===== src/design/tmr_params.svh =====
`ifndef TMR_PARAMS_SVH
`define TMR_PARAMS_SVH
// Register byte addresses
`define TMR_OFS_OUT_MODE   8'h00
`define TMR_OFS_CLK_FORCE  8'h04
`define TMR_OFS_COUNT      8'h08
`define TMR_OFS_COMPARE    8'h0c
`define TMR_OFS_STATUS     8'h10
`define TMR_OFS_MASK       8'h14
`define TMR_OFS_PIN_CTRL   8'h18
// Field positions
`define TMR_COM_HI         7
`define TMR_COM_LO         6
`define TMR_WGM1_BIT       3
`define TMR_WGM0_BIT       6
`define TMR_FOC_BIT        7
`define TMR_CS_HI          2
`define TMR_ST_OVF_BIT     0
`define TMR_ST_CMP_BIT     1
`define TMR_PIN_DIR_BIT    0
// Values
`define TMR_MAX            8'hff
`define TMR_BOTTOM         8'h00
`define TMR_RESET_BYTE     8'h00
`define TMR_PRESC_W        10
`endif


===== src/design/tmr_pkg.sv =====
package tmr_pkg;
    // Waveform modes, encoding equals the two-bit selection
    typedef enum logic [1:0] {
        TMR_NORMAL = 2'b00,
        TMR_PC_PWM = 2'b01,
        TMR_CTC    = 2'b10,
        TMR_FAST   = 2'b11
    } tmr_mode_t;

    // APB request bundle
    typedef struct packed {
        logic        sel;
        logic        enable;
        logic        write;
        logic [7:0]  addr;
        logic [31:0] wdata;
    } tmr_apb_req_t;

    // Waveform pin bundle
    typedef struct packed {
        logic level;
        logic oe;
        logic connected;
    } tmr_pin_t;
endpackage : tmr_pkg


===== src/design/tmr_timer.sv =====
`timescale 1ns/1ps
`include "tmr_params.svh"
module tmr_timer
    import tmr_pkg::*;
(
    input  wire logic        pclk,
    input  wire logic        presetn,
    input  wire logic        psel,
    input  wire logic        penable,
    input  wire logic        pwrite,
    input  wire logic [7:0]  paddr,
    input  wire logic [31:0] pwdata,
    output logic      [31:0] prdata,
    output logic             pready,
    output logic             pslverr,
    output logic             irq,
    output logic             compare_output_pin,
    output logic             compare_output_pin_oe,
    output logic             pin_overridden
);

    tmr_apb_req_t req;
    tmr_pin_t     pin;
    logic [1:0]   compare_output_mode;
    tmr_mode_t    waveform_mode_sel;
    logic [2:0]   clock_select_field;
    logic [7:0]   counter_value;
    logic [7:0]   compare_value;
    logic [7:0]   compare_buffer;
    logic [1:0]   status;
    logic [1:0]   mask;
    logic         pin_dir;
    logic         count_down;
    logic         wave;
    logic         block_match;
    logic [`TMR_PRESC_W-1:0] presc;
    logic         tick;
    logic         wr_en;
    logic         is_pwm;
    logic [7:0]   top_val;
    logic         match;
    logic         force_strobe;
    logic         cnt_write;
    logic         ovf_evt;
    logic         cmp_evt;
    logic         at_top;

    // Bundle the bus request
    assign req = '{sel: psel, enable: penable, write: pwrite, addr: paddr, wdata: pwdata};

    // Zero wait state slave; every access completes in its access phase
    assign pready  = 1'b1;
    assign pslverr = 1'b0;
    assign wr_en   = req.sel && req.enable && req.write;
    assign cnt_write = wr_en && (req.addr == `TMR_OFS_COUNT);
    assign force_strobe = wr_en && (req.addr == `TMR_OFS_CLK_FORCE) && req.wdata[`TMR_FOC_BIT];

    assign is_pwm  = waveform_mode_sel == TMR_PC_PWM || waveform_mode_sel == TMR_FAST;
    assign top_val = (waveform_mode_sel == TMR_CTC) ? compare_value : `TMR_MAX;
    assign at_top  = counter_value == top_val;

    // Free-running prescaler; tick picks a tap
    always_ff @(posedge pclk or negedge presetn) begin
        if (!presetn) begin
            presc <= '0;
        end else begin
            presc <= presc + 1'b1;
        end
    end

    // Tap selection, enable pulse at the chosen rate
    always_comb begin
        case (clock_select_field)
            3'h0:    tick = 1'b0;
            3'h1:    tick = 1'b1;
            3'h2:    tick = presc[2:0] == 3'h7;
            3'h3:    tick = presc[4:0] == 5'h1f;
            3'h4:    tick = presc[5:0] == 6'h3f;
            3'h5:    tick = presc[6:0] == 7'h7f;
            3'h6:    tick = presc[7:0] == 8'hff;
            default: tick = presc == 10'h3ff;
        endcase
    end

    // Match only on a tick, and not right after a counter write
    assign match = tick && !block_match && (counter_value == compare_value);

    // Control registers
    always_ff @(posedge pclk or negedge presetn) begin
        if (!presetn) begin
            compare_output_mode <= 2'h0;
            waveform_mode_sel   <= TMR_NORMAL;
            clock_select_field  <= 3'h0;
            mask                <= 2'h0;
            pin_dir             <= 1'b0;
        end else if (wr_en) begin
            case (req.addr)
                `TMR_OFS_OUT_MODE: begin
                    compare_output_mode <= req.wdata[`TMR_COM_HI:`TMR_COM_LO];
                    waveform_mode_sel   <= tmr_mode_t'({req.wdata[`TMR_WGM1_BIT], req.wdata[`TMR_WGM0_BIT]});
                end
                `TMR_OFS_CLK_FORCE: clock_select_field <= req.wdata[`TMR_CS_HI:0];
                `TMR_OFS_MASK:      mask               <= req.wdata[1:0];
                `TMR_OFS_PIN_CTRL:  pin_dir            <= req.wdata[`TMR_PIN_DIR_BIT];
                default: ;
            endcase
        end
    end

    // Compare value: buffer written by software, active copy loaded per mode
    always_ff @(posedge pclk or negedge presetn) begin
        if (!presetn) begin
            compare_buffer <= `TMR_RESET_BYTE;
            compare_value  <= `TMR_RESET_BYTE;
        end else begin
            if (wr_en && req.addr == `TMR_OFS_COMPARE) begin
                compare_buffer <= req.wdata[7:0];
            end
            if (!is_pwm) begin
                compare_value <= (wr_en && req.addr == `TMR_OFS_COMPARE) ? req.wdata[7:0] : compare_buffer;
            end else if (tick && at_top) begin
                compare_value <= compare_buffer;
            end
        end
    end

    // Counter and direction; a bus write always wins over counting
    always_ff @(posedge pclk or negedge presetn) begin
        if (!presetn) begin
            counter_value <= `TMR_RESET_BYTE;
            count_down    <= 1'b0;
        end else if (cnt_write) begin
            counter_value <= req.wdata[7:0];
        end else if (tick) begin
            case (waveform_mode_sel)
                TMR_PC_PWM: begin
                    if (!count_down && counter_value == `TMR_MAX) begin
                        count_down    <= 1'b1;
                        counter_value <= counter_value - 8'h01;
                    end else if (count_down && counter_value == `TMR_BOTTOM) begin
                        count_down    <= 1'b0;
                        counter_value <= counter_value + 8'h01;
                    end else begin
                        counter_value <= count_down ? counter_value - 8'h01 : counter_value + 8'h01;
                    end
                end
                TMR_CTC: begin
                    count_down    <= 1'b0;
                    counter_value <= at_top ? `TMR_BOTTOM : counter_value + 8'h01;
                end
                default: begin
                    count_down    <= 1'b0;
                    counter_value <= counter_value + 8'h01;
                end
            endcase
        end
    end

    // Block one tick's match after a counter write
    always_ff @(posedge pclk or negedge presetn) begin
        if (!presetn) begin
            block_match <= 1'b0;
        end else if (cnt_write) begin
            block_match <= 1'b1;
        end else if (tick) begin
            block_match <= 1'b0;
        end
    end

    // Overflow: at MAX, or at BOTTOM turnaround in phase-correct
    assign ovf_evt = tick && ((waveform_mode_sel == TMR_PC_PWM) ?
                     (count_down && counter_value == `TMR_BOTTOM) : counter_value == `TMR_MAX);
    // A forced match never reaches the flag
    assign cmp_evt = match;

    // Sticky flags; a set in the same cycle beats a write-one clear
    always_ff @(posedge pclk or negedge presetn) begin
        if (!presetn) begin
            status <= 2'h0;
        end else begin
            for (int i = 0; i < 2; i++) begin
                if ((i == `TMR_ST_OVF_BIT) ? ovf_evt : cmp_evt) begin
                    status[i] <= 1'b1;
                end else if (wr_en && req.addr == `TMR_OFS_STATUS && req.wdata[i]) begin
                    status[i] <= 1'b0;
                end
            end
        end
    end

    assign irq = |(status & mask);

    // Waveform generator
    always_ff @(posedge pclk or negedge presetn) begin
        if (!presetn) begin
            wave <= 1'b0;
        end else if (!is_pwm) begin
            if (match || (force_strobe)) begin
                case (compare_output_mode)
                    2'b01:   wave <= ~wave;
                    2'b10:   wave <= 1'b0;
                    2'b11:   wave <= 1'b1;
                    default: wave <= wave;
                endcase
            end
        end else if (compare_output_mode[1] && tick) begin
            // Compare at TOP: the top action replaces the match
            if (compare_value == `TMR_MAX && counter_value == `TMR_MAX) begin
                wave <= ~compare_output_mode[0];
            end else if (waveform_mode_sel == TMR_FAST) begin
                if (match && compare_value != `TMR_MAX) begin
                    wave <= compare_output_mode[0];
                end else if (counter_value == `TMR_MAX) begin
                    wave <= ~compare_output_mode[0];
                end
            end else if (match && compare_value != `TMR_MAX) begin
                wave <= count_down ? ~compare_output_mode[0] : compare_output_mode[0];
            end
        end
    end

    // Pin override: PWM modes need the upper bit; direction gates the driver
    assign pin.connected = is_pwm ? compare_output_mode[1] : (compare_output_mode != 2'h0);
    assign pin.level     = wave;
    assign pin.oe        = pin.connected && pin_dir;
    assign compare_output_pin    = pin.level;
    assign compare_output_pin_oe = pin.oe;
    assign pin_overridden        = pin.connected;

    // Read mux; reserved bits and the strobe read zero
    always_comb begin
        prdata = 32'h0000_0000;
        if (req.sel && !req.write) begin
            case (req.addr)
                `TMR_OFS_OUT_MODE: begin
                    prdata[`TMR_COM_HI:`TMR_COM_LO] = compare_output_mode;
                    prdata[`TMR_WGM1_BIT]           = waveform_mode_sel[1];
                end
                `TMR_OFS_CLK_FORCE: prdata[`TMR_CS_HI:0] = clock_select_field;
                `TMR_OFS_COUNT:     prdata[7:0] = counter_value;
                `TMR_OFS_COMPARE:   prdata[7:0] = compare_buffer;
                `TMR_OFS_STATUS:    prdata[1:0] = status;
                `TMR_OFS_MASK:      prdata[1:0] = mask;
                `TMR_OFS_PIN_CTRL:  prdata[0]   = pin_dir;
                default:            prdata = 32'h0000_0000;
            endcase
        end
    end

endmodule : tmr_timer


===== config.mk =====
export PLATFORM = sky130hd
export DESIGN_NAME = tmr_timer
export DESIGN_NICKNAME = d
export VERILOG_FILES = /design/src/design/tmr_pkg.sv /design/src/design/tmr_timer.sv
export VERILOG_INCLUDE_DIRS = /design/src /design/src/design
export SDC_FILE = /design/constraint.sdc
export NUM_CORES = 1
export LEC_CHECK = 0
export ABC_AREA = 1
export BUFFER_PORTS_ARGS = -buffer_cell sky130_fd_sc_hd__buf_2
export CAP_MARGIN = 10
export CORE_MARGIN = 10
export CORE_UTILIZATION = 59
export CTS_CLUSTER_SIZE = 25
export DETAILED_ROUTE_END_ITERATION = 7
export HOLD_SLACK_MARGIN = 0.12
export PLACE_DENSITY = 0.93
export REMOVE_ABC_BUFFERS = 1
export SLEW_MARGIN = 0
export SYNTH_ARGS = -nofsm -noshare
export SYNTH_HDL_FRONTEND = slang
export SYNTH_SLANG_ARGS = --single-unit

===== constraint.sdc =====
create_clock -name pclk -period 4.35 [get_ports pclk]
set_clock_uncertainty 0.15 [all_clocks]
set_input_delay 0.2175 -clock pclk [delete_from_list [all_inputs] [get_ports pclk]]
set_output_delay 0.2175 -clock pclk [all_outputs]
set_load 0.03 [all_outputs]

==> results of run 1 <==
-- area by class of cell --
class                   instances  area (µm²)  share of cell area, %
multi-input cells             370        2010                   51.1
clock inverters                 3        46.3                   1.18
inverters                      73         274                   6.96
clock buffers                   5        68.8                   1.75
flip-flops and latches         48        1200                   30.5
well taps                      75        93.8                   2.38
repair buffers                 40         240                   6.10
-- state kept, by name, summed over array words and instances, names as in the netlist --
register	flops
presc	10
compare_value	8
compare_buffer	8
compare_output_pin	1
status	2
count_down	1
mask	2
compare_output_mode	2
pin_dir	1
waveform_mode_sel	1
clock_select_field	3
block_match	1
counter_value	8
-- power breakdown --
part	switching [mW]	internal [mW]
combinational	0.0952	0.0343
sequential	0.0104	0.453
clock	0.165	0.173
total	0.270	0.661
-- final timing paths --
path / startpoint / end / slack, ns / cells past startpoint
hold reg to reg: presc[0] / presc[0] / 0.31 / 1
setup / recovery: compare_output_mode[0] / compare_output_pin_oe / 1.25 / 6
setup reg to reg: compare_output_mode[0] / compare_output_pin / 1.82 / 9
max in group asynchronous: presetn / compare_value[4] / 2.91 / 2
hold / removal: paddr[2] / pin_dir / 0.16 / 4
min in group asynchronous: presetn / pin_dir / 0.48 / 2
-- metrics by stage --
| step | utilization [%] | cell area (µm²) | total power [mW] |
|---|---|---|---|
| final | 66.1 | 3940 | 0.931 |
| after global routing | 66.1 | 3940 | 0.960 |
| after CTS | 66.1 | 3940 | 0.927 |
| after global placement | 62.8 | 3740 | 0.588 |
| after floorplan | - | 3490 | 0.554 |
| after detailed placement | 62.8 | 3740 | 0.593 |
-- metal layers --
metal  GRT usage [%]  wire, µm  vias to the layer above
met5               0         0                        -
met4            9.15       280                        0
met3            4.40       888                       27
met2            31.7      4530                      180
met1            24.8      3870                     1580
li1                -         -                     1626
-- kinds of logic (layout without fill, tap and decap cells) --
family	after synthesis	in the layout	synth area share, %
compound gates	84	84	13.1
xor+xnor	15	15	3.59
fa+ha+maj	11	11	3.76
buf+inv	105	121	14.5
flops	48	48	32.9
other cells	2	26	0.205
simple gates	234	234	31.9
-- Yosys cell counts, types with 5 or more instances --
cell,instances,area share [%]
buf_4,27,5.5
nand3_1,20,2.7
dfrtp_1,48,33
nand2_2,8,1.4
inv_2,11,1.1
o21ai_0,34,4.7
nor3_1,7,0.96
nand2_1,110,11
xor2_1,11,2.6
nand4_1,9,1.5
ha_1,11,3.8
inv_1,62,6.4
o22ai_1,9,1.5
nor2_2,5,0.86
nor2_1,51,5.2
o21ai_1,9,1.2
a21oi_1,18,2.5
-- tightest hold or removal path: cells and delay by family --
kind            cells  cell delay [ns]
compound gates      1             0.07
simple gates        2             0.16
buf+inv             1             0.13
==> reports/metrics.yaml, run 1 <==
outcome: "finished clean"
start_kind: "flip-flop"
num-fill-cells: 479
post-cts-setup-buffers: 0
cts_tree: "built"
gp_congestion: 0.964
post_drt_via_cell_ratio: 5.56
synth-seq-area-share_pct: 32.9
path_delay_family: "simple AND/OR/NAND/NOR gates"
synth.avg_cell_area_um2: 7.33
wl_per_cell_um: 15.6
vdd_drop_max_v: 0.000200
cts_resized: 0
period_needed_ns: 3.10
min_path_type: "input pin to flip-flop"
antenna_found_initial: 0
dr.pass1.iters: 6
final.period_utilization_pct: 71.2
layout-drive-gt1-share_pct: 16.9
port_buffers: 32
core_um2: 5960
drc_errors: 0
die_w_um: 98.7
final_antenna_net_count: 0
worstPathArrival_ns: 2.73
dr_total_vias: 3413
syn_area_um2: 3660
synth_ff_type: "dfrtp_1"
dp.cells: 598
final_cell_mix: "110 x nand2_1, 62 x inv_1, 51 x nor2_1, 48 x dfrtp_1, 34 x o21ai_0"
cp.required_ns: 3.98
rsz0062_at_grt: "false"
ys_seq_elements: 48
grt_pass1_vias: 3464
drt_iter0_drc: 376
nets: 594
worst_setup_path_end_kind: "output pin"
rows: 28
syn2layout_area_growth_pct: 7.70
grt_pass1_wl_um: 16200
max-clock-path-buffers: 2
ys_types: 42
drv_cap: 0
fp.dieH_um: 98.7
pwr_density_cell_nw_per_um2: 236
wl_um: 9560
p_leak_nw: 1.97
finalHoldViolations: 0
async_flop_share_pct: 100
fmax_ghz: 0.323
slowest_delay_ns: 0.57
diodes: 0
path_cells: "ha_1 -> nor2_2 -> inv_1 -> or2_2 -> a21oi_1 -> buf_2"
slowest_stage: "nor2_2"
ctsHoldBuffers: 8
critPathBufInv: 2
synth_edf_count: 0
critPathKind: "flip-flop to output pin"
clock-sinks: 48
tightest_slew_ns: 1.07
io_pins: 83
cts_max_level: 2
clockRootBuffer: "clkbuf_8"
relSlewSlack_pct: 28.5
dieArea_um2: 9750
start_util_pct: 61.4
slew_viol_final: 0
hpwl_um: 7320
cts-buffers-inserted: 5
fin_ws_ns: 1.25
place_ws_ns: 1.60
setup_tns_ns: 0
synthCells: 499
path_clk_slew_ns: 0.09
grt_usage_pct: 19.8
path_max_fanout: 18
clock_latency_ns: 0.31
grt_overflow: 0
grt_max_degree: 49
layout.cells.non_filler: 614
final_common_cell: "nand2_1"
yosysWarnings: 0
final-setup-viol-count: 0
worst_hold_slack_ns: 0.158
Note: power is estimated with default switching activity, not from simulation.
==> run 2, diff against run 1 <==
CORE_UTILIZATION = 55   (was 59)
PLACE_DENSITY = 0.88   (was 0.93)
clock period = 3.1 ns   (was 4.35 ns; I/O delays follow)
==> run 2 against run 1 <==
Net effect: non-clock buffer count grew 3; combinational power grew 40%; sequential share of layout area about the same; count of clock-buffer cells in the layout is 1 higher; setup slack lost 0.90 ns; sequential power increased by 40%; clock power grew 14%; largest power group unchanged; die area up 5.8%; via count up 0.44%; highest routed layer unchanged; critical path depth rose by 1; cell count rose by 0.81%; wire length decreased by 2.6%.
==> reports/metrics.yaml, run 2 (synthesis results as in run 1) <==
clock-sinks: 48  # unchanged
critPathKind: "flip-flop to output pin"
antenna_found_initial: 0  # unchanged
finalHoldViolations: 0  # unchanged
grt_pass1_vias: 3387  # -2.2%
pwr_density_cell_nw_per_um2: 309  # +31%
diodes: 0  # unchanged
relSlewSlack_pct: 27.9  # -0.53 points
worst_setup_path_end_kind: "output pin"
cp.required_ns: 2.79  # -1.19 ns
tightest_slew_ns: 1.08  # +0.00794 ns
cts_max_level: 2  # unchanged
rsz0062_at_grt: "false"
io_pins: 83  # unchanged
grt_overflow: 0  # unchanged
dr.pass1.iters: 6  # unchanged
hpwl_um: 7220  # -1.4%
drt_iter0_drc: 254  # -32%
start_util_pct: 57.2  # -4.1 points
outcome: "finished clean"
wl_per_cell_um: 15.1  # -3.4%
worstPathArrival_ns: 2.44  # -0.29 ns
drv_cap: 0  # unchanged
reg2regPathDepth: 10  # +1
period_needed_ns: 2.74
final_cell_mix: "110 x nand2_1, 62 x inv_1, 51 x nor2_1, 48 x dfrtp_1, 34 x o21ai_0"
grt_usage_pct: 18.5  # -1.3 points
fmax_ghz: 0.364
worstHoldPathCells: 4  # unchanged
largest_register_ffs: 10  # unchanged
core_um2: 6390  # +7.2%
syn2layout_area_growth_pct: 7.80  # about the same
post_drt_via_cell_ratio: 5.54  # -0.37%
nets: 597  # +0.51%
p_leak_nw: 1.97  # about the same
cts-buffers-inserted: 5  # unchanged
min_path_type: "input pin to flip-flop"
final_common_cell: "nand2_1"
layout-drive-gt1-share_pct: 16.8  # -0.093 points
start_kind: "flip-flop"
grt_max_degree: 49  # unchanged
slowest_delay_ns: 0.46  # -0.11 ns
drc_errors: 0  # unchanged
post-cts-setup-buffers: 0  # unchanged
top_register: "presc"
wl_um: 9320  # -2.6%
cts_tree: "built"
place_ws_ns: 0.737  # -0.862 ns
dr_total_vias: 3428  # +0.44%
clockRootBuffer: "clkbuf_8"
final_antenna_net_count: 0  # unchanged
ctsHoldBuffers: 10  # +2
slowest_stage: "dfrtp_1"
gp_congestion: 0.957  # -0.72%
port_buffers: 32  # unchanged
grt_pass1_wl_um: 15700  # -3.3%
final.period_utilization_pct: 88.5
path_cells: "ha_1 -> nor2_2 -> buf_4 -> inv_1 -> or2_2 -> a21oi_1 -> buf_2"
clock_latency_ns: 0.31  # about the same
die_w_um: 102  # +2.8%
fp.dieH_um: 102  # +2.8%
slew_viol_final: 0  # unchanged
setup_tns_ns: 0  # unchanged
rows: 29  # +3.6%
cts_resized: 0  # unchanged
max-clock-path-buffers: 2  # unchanged
dieArea_um2: 10300  # +5.8%
path_max_fanout: 18  # unchanged
fin_ws_ns: 0.356  # -0.898 ns
vdd_drop_max_v: 0.000220  # +10%
path_clk_slew_ns: 0.09  # about the same
final-setup-viol-count: 0  # unchanged
==> run 2: layout make-up <==
type,instances,area [µm²]
repair buffers,43,268
flip-flops and latches,48,1200
well taps,77,96.3
clock buffers,6,72.6
clock inverters,2,16.3
inverters,73,274
fillers,552,2440
multi-input cells,370,2010
==> run 2: report_power, final <==
group	internal, mW	leakage (nW)	switching, mW	total, mW
logic	0.0501	1.36	0.131	0.181
clock network	0.161	0.0414	0.226	0.387
registers	0.636	0.568	0.0142	0.650
==> run 2: layer usage <==
layer  vias up  share of wire (%)  track usage, %
li1       1635                  -               -
met1      1612                 41            22.8
met3        28                7.2            3.68
met4         0                3.4            8.90
met2       153                 48            30.3
met5         -                  0               0
==> run 2: worst max-delay path: cells and delay by family (launching register included) <==
kind	cells	cell delay, ns
fa+ha+maj	1	0.38
compound gates	1	0.15
flops	1	0.46
simple gates	2	0.48
buf+inv	3	0.67
==> run 2: worst paths after layout <==
path,startpoint,endpoint,slack (ns)
min,paddr[3],mask[1],0.16
max,compare_output_mode[0],compare_output_pin_oe,0.36
max reg2reg,compare_output_mode[0],compare_value[6],0.73
min in group asynchronous,presetn,status[1],0.45
min reg2reg,presc[0],presc[0],0.32
max in group asynchronous,presetn,compare_buffer[3],1.68
==> run 2: through the flow <==
| step | instance area, µm² | utilization, % | cells | hold WS, ns | power (mW) |
|---|---|---|---|---|---|
| after floorplan | 3490 | - | 491 | -0.291 | 0.777 |
| after global placement | 3750 | 58.8 | 601 | 0.227 | 0.825 |
| after detailed placement | 3750 | 58.8 | 601 | 0.250 | 0.831 |
| after CTS | 3940 | 61.7 | 619 | 0.159 | 1.22 |
| after global routing | 3940 | 61.7 | 619 | 0.179 | 1.27 |
| final | 3940 | 61.7 | 619 | 0.159 | 1.22 |
